--- config.mk ---
export PLATFORM = sky130hd
export DESIGN_NAME = vsc_setpoint_bank
export DESIGN_NICKNAME = d
export VERILOG_FILES = /design/src/vsc_pkg.sv /design/src/vsc_setpoint_bank.sv /design/src/vsc_regmem.sv
export VERILOG_INCLUDE_DIRS = /design/src
export SDC_FILE = /design/constraint.sdc
export NUM_CORES = 2
export LEC_CHECK = 0
export BUFFER_PORTS_ARGS = -buffer_cell sky130_fd_sc_hd__buf_4
export CAP_MARGIN = 25
export CELL_PAD_IN_SITES_DETAIL_PLACEMENT = 0
export CELL_PAD_IN_SITES_GLOBAL_PLACEMENT = 1
export CORE_UTILIZATION = 53
export DETAILED_ROUTE_END_ITERATION = 12
export HOLD_SLACK_MARGIN = 0.1
export PLACE_DENSITY_LB_ADDON = 0.1
export RECOVER_POWER = 100
export SYNTH_ARGS = -nofsm -noshare
export SYNTH_HDL_FRONTEND = slang
export SYNTH_HIERARCHICAL = 1
export SYNTH_SLANG_ARGS = --single-unit
--- constraint.sdc ---
create_clock -name clk -period 36.3 [get_ports clk]
set_input_delay 5.445 -clock clk [delete_from_list [all_inputs] [get_ports clk]]
set_output_delay 5.445 -clock clk [all_outputs]
set_load 0.02 [all_outputs]
--- src/vsc_defines.svh ---
// Command codes, field positions and timing constants of the setpoint bank
`ifndef VSC_DEFINES_SVH
`define VSC_DEFINES_SVH

`define VSC_CMD_CEILING 8'h24
`define VSC_CMD_MARGIN_UP 8'h25
`define VSC_CMD_MARGIN_DN 8'h26
`define VSC_CMD_SLEW 8'h27
`define VSC_CMD_DROOP 8'h28
`define VSC_CMD_LOOP_GAIN 8'h29
`define VSC_CMD_MON_SCALE 8'h2a
`define VSC_CMD_DUTY 8'h32
`define VSC_CMD_SW_RATE 8'h33
`define VSC_CMD_VIN_ON 8'h35
`define VSC_CMD_VIN_OFF 8'h36
`define VSC_CMD_IOUT_OFFS 8'h39
`define VSC_CMD_OV_LIMIT 8'h40
`define VSC_CMD_OV_REACT 8'h41

`define VSC_IDX_CEILING 4'h0
`define VSC_IDX_MARGIN_UP 4'h1
`define VSC_IDX_MARGIN_DN 4'h2
`define VSC_IDX_SLEW 4'h3
`define VSC_IDX_DROOP 4'h4
`define VSC_IDX_LOOP_GAIN 4'h5
`define VSC_IDX_MON_SCALE 4'h6
`define VSC_IDX_DUTY 4'h7
`define VSC_IDX_VIN_ON 4'h8
`define VSC_IDX_VIN_OFF 4'h9
`define VSC_IDX_IOUT_OFFS 4'ha
`define VSC_IDX_OV_LIMIT 4'hb
`define VSC_IDX_OV_REACT 4'hc

`define VSC_REACT_CODE_HI 7
`define VSC_REACT_CODE_LO 6
`define VSC_REACT_RTY_HI 5
`define VSC_REACT_RTY_LO 3
`define VSC_REACT_DLY_HI 2
`define VSC_REACT_DLY_LO 0
`define VSC_REACT_MASK 16'h00ff
`define VSC_SLEW_MANT_HI 10

`define VSC_CODE_IGNORE 2'h0
`define VSC_CODE_DELAYED 2'h1
`define VSC_CODE_DISABLE 2'h2
`define VSC_CODE_HOLD 2'h3
`define VSC_RTY_NONE 3'h0
`define VSC_RTY_FOREVER 3'h7

`define VSC_MODE_LINEAR 3'h0
`define VSC_MODE_CODE_ID 3'h1
`define VSC_MODE_DIRECT 3'h2

`define VSC_MARGIN_NONE 2'h0
`define VSC_MARGIN_LOW 2'h1
`define VSC_MARGIN_HIGH 2'h2

`define VSC_CEIL_PCT 110
`define VSC_PCT_BASE 100

`define VSC_CLK_PERIOD_NS 10
`define VSC_RAMP_TICK_NS 1000
`define VSC_RAMP_TICK_CYC (`VSC_RAMP_TICK_NS / `VSC_CLK_PERIOD_NS)
`define VSC_DLY_UNIT_US 1000
`define VSC_DLY_UNIT_CYC (`VSC_DLY_UNIT_US * 1000 / `VSC_CLK_PERIOD_NS)

`endif

--- src/vsc_pkg.sv ---
// Types shared by the setpoint bank files
package vsc_pkg;
    typedef enum logic [2:0] {
        VSC_FMT_LINEAR = 3'h1,
        VSC_FMT_CODE_ID = 3'h2,
        VSC_FMT_DIRECT = 3'h4
    } vsc_fmt_t;

    typedef enum logic [5:0] {
        VSC_ST_OK = 6'h01,
        VSC_ST_DELAY = 6'h02,
        VSC_ST_OFFWAIT = 6'h04,
        VSC_ST_RESTART = 6'h08,
        VSC_ST_LATCH = 6'h10,
        VSC_ST_HOLD = 6'h20
    } vsc_state_t;
endpackage : vsc_pkg

--- src/vsc_setpoint_bank.sv ---
// Output setpoint, input threshold and overvoltage reaction bank
`include "vsc_defines.svh"
`timescale 1ns/100ps
module vsc_setpoint_bank #(
    parameter logic [15:0] SW_RATE_WORD = 16'h0000,
    parameter int DLY_UNIT_CYC = `VSC_DLY_UNIT_CYC
) (
    // Clock and reset
    input wire logic clk,
    input wire logic rst,
    // Command port
    input wire logic [7:0] cmd_code,
    input wire logic cmd_wr,
    input wire logic [15:0] cmd_wdata,
    input wire logic cmd_rd,
    output logic [15:0] cmd_rdata_r,
    output logic cmd_rvalid_r,
    output logic cmd_nack_r,
    // Controller inputs
    input wire logic [7:0] vout_mode,
    input wire logic [15:0] vout_nominal,
    input wire logic [1:0] margin_sel,
    input wire logic op_on,
    input wire logic clear_faults,
    input wire logic ov_status_clr,
    // Pins
    input wire logic [15:0] strap_vout,
    input wire logic ctrl_pin,
    // Measurements
    input wire logic [15:0] vout_meas,
    input wire logic [15:0] vin_meas,
    input wire logic [15:0] iout_raw,
    // Results
    output logic [15:0] vout_ref_r,
    output logic [15:0] iout_report_r,
    output logic conv_run_r,
    output logic output_en_r,
    output logic ov_fault_r,
    output logic ov_flag_r,
    output logic [2:0] retries_r,
    output vsc_pkg::vsc_fmt_t vout_fmt_r,
    output logic [4:0] vout_exp_r,
    // Loop settings
    output logic [15:0] droop_word,
    output logic [15:0] loop_gain_word,
    output logic [15:0] mon_scale_word,
    output logic [15:0] duty_word
);
    import vsc_pkg::*;

    localparam int TICK_CYC = `VSC_RAMP_TICK_CYC;
    localparam int CAP_DLY_LO = 1;
    localparam int CAP_DLY_HI = 8;

    // Command to word index; bit 4 flags a mapped word
    function automatic logic [4:0] cmd_index(input logic [7:0] c);
        logic [4:0] r;
        r = 5'h00;
        if (c == `VSC_CMD_CEILING) r = {1'b1, `VSC_IDX_CEILING};
        else if (c == `VSC_CMD_MARGIN_UP) r = {1'b1, `VSC_IDX_MARGIN_UP};
        else if (c == `VSC_CMD_MARGIN_DN) r = {1'b1, `VSC_IDX_MARGIN_DN};
        else if (c == `VSC_CMD_SLEW) r = {1'b1, `VSC_IDX_SLEW};
        else if (c == `VSC_CMD_DROOP) r = {1'b1, `VSC_IDX_DROOP};
        else if (c == `VSC_CMD_LOOP_GAIN) r = {1'b1, `VSC_IDX_LOOP_GAIN};
        else if (c == `VSC_CMD_MON_SCALE) r = {1'b1, `VSC_IDX_MON_SCALE};
        else if (c == `VSC_CMD_DUTY) r = {1'b1, `VSC_IDX_DUTY};
        else if (c == `VSC_CMD_VIN_ON) r = {1'b1, `VSC_IDX_VIN_ON};
        else if (c == `VSC_CMD_VIN_OFF) r = {1'b1, `VSC_IDX_VIN_OFF};
        else if (c == `VSC_CMD_IOUT_OFFS) r = {1'b1, `VSC_IDX_IOUT_OFFS};
        else if (c == `VSC_CMD_OV_LIMIT) r = {1'b1, `VSC_IDX_OV_LIMIT};
        else if (c == `VSC_CMD_OV_REACT) r = {1'b1, `VSC_IDX_OV_REACT};
        return r;
    endfunction : cmd_index

    // Unsigned compare in the current output-voltage format
    function automatic logic vout_gt(input logic [15:0] a,
                                     input logic [15:0] b,
                                     input vsc_fmt_t f);
        if (f == VSC_FMT_CODE_ID) return a[7:0] > b[7:0];
        return a > b;
    endfunction : vout_gt

    // Pin synchronisers
    logic ctrl_m_r, ctrl_s_r, en_cmd_d_r;
    logic [15:0] strap_m_r, strap_s_r, strap_r;
    logic [3:0] cap_cnt_r;

    always_ff @(posedge clk or posedge rst) begin
        if (rst) begin
            ctrl_m_r <= 1'b0;
            ctrl_s_r <= 1'b0;
            strap_m_r <= 16'h0000;
            strap_s_r <= 16'h0000;
        end else begin
            ctrl_m_r <= ctrl_pin;
            ctrl_s_r <= ctrl_m_r;
            strap_m_r <= strap_vout;
            strap_s_r <= strap_m_r;
        end
    end

    // Strap followed for 8 cycles after reset release, then held
    always_ff @(posedge clk or posedge rst) begin
        if (rst) begin
            cap_cnt_r <= 4'h0;
            strap_r <= 16'h0000;
        end else if (cap_cnt_r != 4'(CAP_DLY_HI)) begin
            cap_cnt_r <= cap_cnt_r + 4'h1;
            strap_r <= strap_s_r;
        end
    end

    // Register memory
    logic [4:0] idx_w;
    logic [15:0] wdata_w;
    logic mem_wr_w;
    logic [15:0] mem_rdata;
    logic [255:0] words;
    logic [19:0] ceil_lim_w;

    assign idx_w = cmd_index(cmd_code);
    assign ceil_lim_w = 20'(({8'h00, strap_r} * 24'(`VSC_CEIL_PCT))
                            / 24'(`VSC_PCT_BASE));
    assign mem_wr_w = cmd_wr && idx_w[4];

    always_comb begin
        wdata_w = cmd_wdata;
        if (idx_w[3:0] == `VSC_IDX_CEILING &&
            {4'h0, cmd_wdata} > ceil_lim_w) begin
            wdata_w = ceil_lim_w[15:0];
        end else if (idx_w[3:0] == `VSC_IDX_OV_REACT) begin
            wdata_w = cmd_wdata & `VSC_REACT_MASK;
        end
    end

    vsc_regmem #(
        .DW(16),
        .AW(4),
        .DEPTH(16)
    ) u_mem (
        .clk(clk),
        .rst(rst),
        .wr_en(mem_wr_w),
        .wr_addr(idx_w[3:0]),
        .wr_data(wdata_w),
        .rd_en(cmd_rd),
        .rd_addr(idx_w[3:0]),
        .rd_data_r(mem_rdata),
        .words(words)
    );

    function automatic logic [15:0] word_at(input logic [255:0] w,
                                            input logic [3:0] i);
        return w[{i, 4'h0} +: 16];
    endfunction : word_at

    logic [15:0] ceil_w, mup_w, mdn_w, slew_w, von_w, voff_w;
    logic [15:0] ioffs_w, ovl_w, react_w;
    assign ceil_w = word_at(words, `VSC_IDX_CEILING);
    assign mup_w = word_at(words, `VSC_IDX_MARGIN_UP);
    assign mdn_w = word_at(words, `VSC_IDX_MARGIN_DN);
    assign slew_w = word_at(words, `VSC_IDX_SLEW);
    assign von_w = word_at(words, `VSC_IDX_VIN_ON);
    assign voff_w = word_at(words, `VSC_IDX_VIN_OFF);
    assign ioffs_w = word_at(words, `VSC_IDX_IOUT_OFFS);
    assign ovl_w = word_at(words, `VSC_IDX_OV_LIMIT);
    assign react_w = word_at(words, `VSC_IDX_OV_REACT);
    assign droop_word = word_at(words, `VSC_IDX_DROOP);
    assign loop_gain_word = word_at(words, `VSC_IDX_LOOP_GAIN);
    assign mon_scale_word = word_at(words, `VSC_IDX_MON_SCALE);
    assign duty_word = word_at(words, `VSC_IDX_DUTY);

    // Read answer two cycles after the request
    logic rd_p_r, rd_ro_r, rd_bad_r;
    always_ff @(posedge clk or posedge rst) begin
        if (rst) begin
            rd_p_r <= 1'b0;
            rd_ro_r <= 1'b0;
            rd_bad_r <= 1'b0;
            cmd_rdata_r <= 16'h0000;
            cmd_rvalid_r <= 1'b0;
            cmd_nack_r <= 1'b0;
        end else begin
            rd_p_r <= cmd_rd;
            rd_ro_r <= cmd_code == `VSC_CMD_SW_RATE;
            rd_bad_r <= !idx_w[4] && cmd_code != `VSC_CMD_SW_RATE;
            cmd_rvalid_r <= rd_p_r;
            if (rd_p_r) begin
                if (rd_ro_r) cmd_rdata_r <= SW_RATE_WORD;
                else if (rd_bad_r) cmd_rdata_r <= 16'h0000;
                else cmd_rdata_r <= mem_rdata;
            end
            // Writes to the read-only rate vanish without a nack
            cmd_nack_r <= (cmd_rd || cmd_wr) && !idx_w[4] &&
                          cmd_code != `VSC_CMD_SW_RATE;
        end
    end

    // Output format from the mode byte
    always_ff @(posedge clk or posedge rst) begin
        if (rst) begin
            vout_fmt_r <= VSC_FMT_LINEAR;
            vout_exp_r <= 5'h00;
        end else begin
            vout_exp_r <= vout_mode[4:0];
            if (vout_mode[7:5] == `VSC_MODE_CODE_ID)
                vout_fmt_r <= VSC_FMT_CODE_ID;
            else if (vout_mode[7:5] == `VSC_MODE_DIRECT)
                vout_fmt_r <= VSC_FMT_DIRECT;
            else
                vout_fmt_r <= VSC_FMT_LINEAR;
        end
    end

    // Target selection and ramp
    logic [15:0] tgt_w, step_w;
    logic [7:0] tick_cnt_r;
    logic ramp_tick;
    always_comb begin
        tgt_w = vout_nominal;
        if (margin_sel == `VSC_MARGIN_HIGH) tgt_w = mup_w;
        else if (margin_sel == `VSC_MARGIN_LOW) tgt_w = mdn_w;
        if (ceil_w != 16'h0000 && vout_gt(tgt_w, ceil_w, vout_fmt_r))
            tgt_w = ceil_w;
    end
    assign step_w = {5'h00, slew_w[`VSC_SLEW_MANT_HI:0]};
    assign ramp_tick = tick_cnt_r == 8'(TICK_CYC - 1);

    always_ff @(posedge clk or posedge rst) begin
        if (rst) tick_cnt_r <= 8'h00;
        else if (ramp_tick) tick_cnt_r <= 8'h00;
        else tick_cnt_r <= tick_cnt_r + 8'h01;
    end

    always_ff @(posedge clk or posedge rst) begin
        if (rst) begin
            vout_ref_r <= 16'h0000;
        end else if (ramp_tick) begin
            if (step_w == 16'h0000) vout_ref_r <= tgt_w;
            else if (tgt_w > vout_ref_r)
                vout_ref_r <= (tgt_w - vout_ref_r > step_w) ?
                              vout_ref_r + step_w : tgt_w;
            else
                vout_ref_r <= (vout_ref_r - tgt_w > step_w) ?
                              vout_ref_r - step_w : tgt_w;
        end
    end

    // Input thresholds and current report
    always_ff @(posedge clk or posedge rst) begin
        if (rst) begin
            conv_run_r <= 1'b0;
            iout_report_r <= 16'h0000;
        end else begin
            iout_report_r <= iout_raw + ioffs_w;
            if (conv_run_r && vin_meas <= voff_w) conv_run_r <= 1'b0;
            else if (!conv_run_r && vin_meas >= von_w)
                conv_run_r <= 1'b1;
        end
    end

    // Overvoltage reaction
    logic fault_w, clr_w, en_cmd_w, retry_ok_w, load_w, inc_w;
    logic [1:0] code_w;
    logic [2:0] rty_w;
    logic [23:0] cnt_r, dly_w;
    vsc_state_t st_r, st_nxt;

    assign fault_w = vout_gt(vout_meas, ovl_w, vout_fmt_r);
    assign code_w = react_w[`VSC_REACT_CODE_HI:`VSC_REACT_CODE_LO];
    assign rty_w = react_w[`VSC_REACT_RTY_HI:`VSC_REACT_RTY_LO];
    assign dly_w = 24'(react_w[`VSC_REACT_DLY_HI:`VSC_REACT_DLY_LO]
                       * DLY_UNIT_CYC);
    assign en_cmd_w = op_on && ctrl_s_r;
    assign clr_w = ov_status_clr || clear_faults ||
                   (en_cmd_w && !en_cmd_d_r);
    assign retry_ok_w = rty_w == `VSC_RTY_FOREVER ||
                        (rty_w != `VSC_RTY_NONE && retries_r < rty_w);

    always_comb begin
        st_nxt = st_r;
        load_w = 1'b0;
        inc_w = 1'b0;
        case (st_r)
            VSC_ST_OK: begin
                if (fault_w && code_w == `VSC_CODE_DELAYED) begin
                    st_nxt = VSC_ST_DELAY;
                    load_w = 1'b1;
                end else if (fault_w && code_w == `VSC_CODE_DISABLE) begin
                    st_nxt = retry_ok_w ? VSC_ST_OFFWAIT : VSC_ST_LATCH;
                    load_w = 1'b1;
                end else if (fault_w && code_w == `VSC_CODE_HOLD) begin
                    st_nxt = VSC_ST_HOLD;
                end
            end
            VSC_ST_DELAY: begin
                if (cnt_r == 24'h0 && fault_w) begin
                    st_nxt = retry_ok_w ? VSC_ST_OFFWAIT : VSC_ST_LATCH;
                    load_w = 1'b1;
                end else if (cnt_r == 24'h0) begin
                    st_nxt = VSC_ST_OK;
                end
            end
            VSC_ST_OFFWAIT: begin
                if (cnt_r == 24'h0) begin
                    st_nxt = VSC_ST_RESTART;
                    load_w = 1'b1;
                    inc_w = 1'b1;
                end
            end
            VSC_ST_RESTART: begin
                if (fault_w) begin
                    st_nxt = retry_ok_w ? VSC_ST_OFFWAIT : VSC_ST_LATCH;
                    load_w = 1'b1;
                end else if (cnt_r == 24'h0) begin
                    st_nxt = VSC_ST_OK;
                end
            end
            VSC_ST_HOLD: begin
                if (!fault_w) st_nxt = VSC_ST_OK;
            end
            default: begin
                st_nxt = st_r;
            end
        endcase
        if (clr_w) st_nxt = VSC_ST_OK;
    end

    always_ff @(posedge clk or posedge rst) begin
        if (rst) begin
            st_r <= VSC_ST_OK;
            cnt_r <= 24'h0;
            en_cmd_d_r <= 1'b0;
        end else begin
            st_r <= st_nxt;
            en_cmd_d_r <= en_cmd_w;
            if (load_w) cnt_r <= dly_w;
            else if (cnt_r != 24'h0) cnt_r <= cnt_r - 24'h1;
        end
    end

    always_ff @(posedge clk or posedge rst) begin
        if (rst) begin
            retries_r <= 3'h0;
        end else if (clr_w || (st_r == VSC_ST_RESTART &&
                               st_nxt == VSC_ST_OK)) begin
            retries_r <= 3'h0;
        end else if (inc_w && retries_r != 3'h7) begin
            retries_r <= retries_r + 3'h1;
        end
    end

    always_ff @(posedge clk or posedge rst) begin
        if (rst) begin
            output_en_r <= 1'b1;
            ov_fault_r <= 1'b0;
            ov_flag_r <= 1'b0;
        end else begin
            output_en_r <= st_nxt == VSC_ST_OK || st_nxt == VSC_ST_DELAY ||
                           st_nxt == VSC_ST_RESTART;
            ov_fault_r <= fault_w;
            // Set wins over a clear in the same cycle
            if (fault_w) ov_flag_r <= 1'b1;
            else if (clr_w) ov_flag_r <= 1'b0;
        end
    end
endmodule : vsc_setpoint_bank

--- src/vsc_regmem.sv ---
// Small word memory holding the configuration words
`timescale 1ns/100ps
module vsc_regmem #(
    parameter int DW = 16,
    parameter int AW = 4,
    parameter int DEPTH = 16
) (
    // Clock and reset
    input wire logic clk,
    input wire logic rst,
    // Write port
    input wire logic wr_en,
    input wire logic [AW-1:0] wr_addr,
    input wire logic [DW-1:0] wr_data,
    // Read port
    input wire logic rd_en,
    input wire logic [AW-1:0] rd_addr,
    output logic [DW-1:0] rd_data_r,
    // All words for the control logic
    output logic [DEPTH*DW-1:0] words
);
    logic [DW-1:0] mem_r [DEPTH];

    always_ff @(posedge clk or posedge rst) begin
        if (rst) begin
            for (int i = 0; i < DEPTH; i++) begin
                mem_r[i] <= '0;
            end
        end else if (wr_en) begin
            mem_r[wr_addr] <= wr_data;
        end
    end

    always_ff @(posedge clk or posedge rst) begin
        if (rst) begin
            rd_data_r <= '0;
        end else if (rd_en) begin
            rd_data_r <= mem_r[rd_addr];
        end
    end

    for (genvar g = 0; g < DEPTH; g++) begin : g_words
        assign words[g*DW +: DW] = mem_r[g];
    end
endmodule : vsc_regmem

==> flow_summary.yaml <==
synthesis:
  synthMuxAreaShare_pct: 14.9
  async_reset_ff_share_pct: 100
  synth-xor-area-share_pct: 4.87
  ys.warnings.count: 6
  synth-adder-area-share_pct: 10.1
  syn_inst: 4083
  synth_common_cells: "430 x dfrtp_1, 279 x mux2_2, 275 x inv_1"
  synth_simple_gate_area_share_pct: 16.0
  yosysTopAreaCell: "dfrtp_1"
  yosysUniqueCellTypes: 137
  synth_top_flop_cell: "dfrtp_1"
  synth_top_family_by_area: "compound AO/OA/AOI/OAI gates"
  netlist_area_um2: 37800
  synth_edf_count: 0
  synth-compound-area-share_pct: 20.1
  ys_ff_latch: 433
  postSynthAreaPerCell_um2: 9.26
  synth.top_cell.area_share_pct: 28.5
  synth_most_common_cell: "dfrtp_1"
  yosysSeqAreaShare_pct: 28.7
  synth_nets: 4483
  ys_top_cells_by_area: "dfrtp_1 28%, mux2_2 8.3%, ha_1 7.7%"
route:
  drtIter0Drc: 3016
  wirelength_mm: 123
  wl_per_cell_um: 23.6
  drc: 0
  ant_nets: 0
  firstDrtPassIters: 6
  vias: 33500
  via_per_inst: 6.43
timing:
  hold_viol: 0
  slew_violations: 631
  fin_crit_sh_pct: 84.3
  slew_headroom_pct: -274
  setup-tns-final_ns: 0
  fmax_mhz: 32.7
  period_minus_slack_ns: 30.59
  rsz0062_at_grt: "no"
  setup_viol: 0
  worst_slew_pin_slew_ns: 5.58
  skew_ns: 0.0455
clocking:
  cts_sinks: 433
  htreeDepth: 2
  clock-root-buffer: "clkbuf_16"
  clk_pin_slew_ns: 0.06
  postCtsSetupBuffers: 0
  cts_tree: "done"
  cts_hold_buf: 0
  clk_latency_ns: 0.61
  cts_buffer_depth: 3
  cts_resized: 0
  cts_inserted_buffers: 47
flow_run:
  drv_cap: 13
finish:
  nNetsFinal: 4637
  syn_to_final_growth_pct: 9.66
  drive_above_1_share_pct: 16.8
  fill_cells: 6456
  layoutNonFillerInstCount: 5212
  finish.utilization_pct: 59.0
grt:
  grtUsageTotal_pct: 33.5
  grt_first_pass_wirelength_mm: 187
  overflow: 0
  antenna_found_initial: 0
  grt_pass1_vias: 31600
  grt_max_degree: 124
worst_setup_path:
  cp_max_fo: 28
  crit_arrival_ns: 31.06
  crit_path_max_incr_delay_ns: 2.01
  criticalPathCategory: "reg -> reg"
  setup.worst_path.start_class: "flip-flop"
  crit_path_end_kind: "flip-flop"
  worstPathRequired_ns: 36.77
  cpMaxStageDelayCell: "o311ai_0"
floorplan:
  rows: 97
  core_um2: 70300
  initial_core_util_pct: 53.8
  top_level_ports: 251
  die_w_um: 269
  die_area_um2: 72400
  die_h_um: 269
placed_design:
  dpl.cell_count: 5124
  gp_congestion: 0.996
  port_buffers: 250
  dp_hpwl_mm: 95.5
worst_hold_path:
  hp-class: "reg -> reg"
status:
  violations: "max-capacitance violations, max-slew violations"
  outcome: "finished, violations left"
-- registers in the layout (all words and copies together), names as in the netlist, 3 cells and up --
signal	count
u_mem/words	256
vout_ref_r	16
u_mem/rd_data_r	16
strap_r	16
cnt_r	24
iout_report_r	16
strap_m_r	16
tick_cnt_r	8
vout_exp_r	5
cap_cnt_r	4
cmd_rdata_r	16
vout_fmt_r	3
strap_s_r	16
st_r	6
retries_r	3
-- final cells by class --
type	instances	area, um2	area share [%]
multi-input cells	3163	24900	60.2
flip-flops and latches	433	10800	26.2
repair buffers	306	1780	4.30
clock buffers	72	1420	3.43
well taps	940	1180	2.84
inverters	286	1090	2.62
clock inverters	11	189	0.456
diodes	1	2.50	0.00604
-- per-layer routing --
layer	vias up	share of wire [%]	GRT usage, %
met5	-	0	0
met4	0	3.3	10.6
met3	211	7.7	5.19
met2	1298	44	51.8
met1	16600	45	48.0
li1	15400	-	-
-- metrics by stage --
stage               worst slack (ns)  cell area, um2  hold slack (ns)
floorplan                      14.91           37800            0.331
global placement                9.57           40400            0.331
detailed placement              9.23           40400            0.335
CTS                             9.12           42000            0.338
global route                    3.56           41400            0.350
finish                          5.71           41400            0.335
-- worst max-delay path: cells and delay by family, from the launching register on --
family	cells	cell delay (ns)
compound gates	33	14.64
mux	5	1.84
flops	1	0.47
simple gates	25	8.02
buf+inv	11	2.51
fa+ha+maj	5	2.13
xor+xnor	2	0.74
-- path summary, 6_finish.rpt --
path	from	to	slack, ns	cells after the start
max	strap_r[6]	u_mem/words[135]	5.71	81
min	strap_m_r[0]	strap_s_r[0]	0.33	0
max reg2reg	strap_r[6]	u_mem/words[135]	5.71	81
min reg2reg	strap_m_r[0]	strap_s_r[0]	0.33	0
max in group asynchronous	rst	u_mem/rd_data_r[10]	24.14	4
min in group asynchronous	rst	vout_exp_r[1]	5.43	2
-- placed cells by master, fill, tap and decap left out, drive strengths merged, types with 59 or more instances in the layout --
| master | n |
|---|---|
| xnor2 | 150 |
| nor3 | 98 |
| nor2 | 252 |
| mux4 | 65 |
| dfrtp | 430 |
| mux2 | 293 |
| a21o | 61 |
| nand3 | 81 |
| ha | 234 |
| inv | 286 |
| o21ai | 212 |
| clkbuf | 243 |
| a21oi | 252 |
| buf | 135 |
| a211oi | 59 |
| nand2 | 268 |
| nand4 | 72 |
| mux2i | 87 |
-- logic make-up after synthesis --
| logic type | count (synthesis) |
|---|---|
| adders and majority gates | 278 |
| AOI/OAI and AO/OA | 1086 |
| DFF | 433 |
| xor gates and xnor gates | 207 |
| muxes | 445 |
| buffers and inverters | 487 |
| and+or+nand+nor | 1147 |
Power is not shown: default switching activity piles up to over one toggle a cycle in this logic, so the estimate is an artifact.
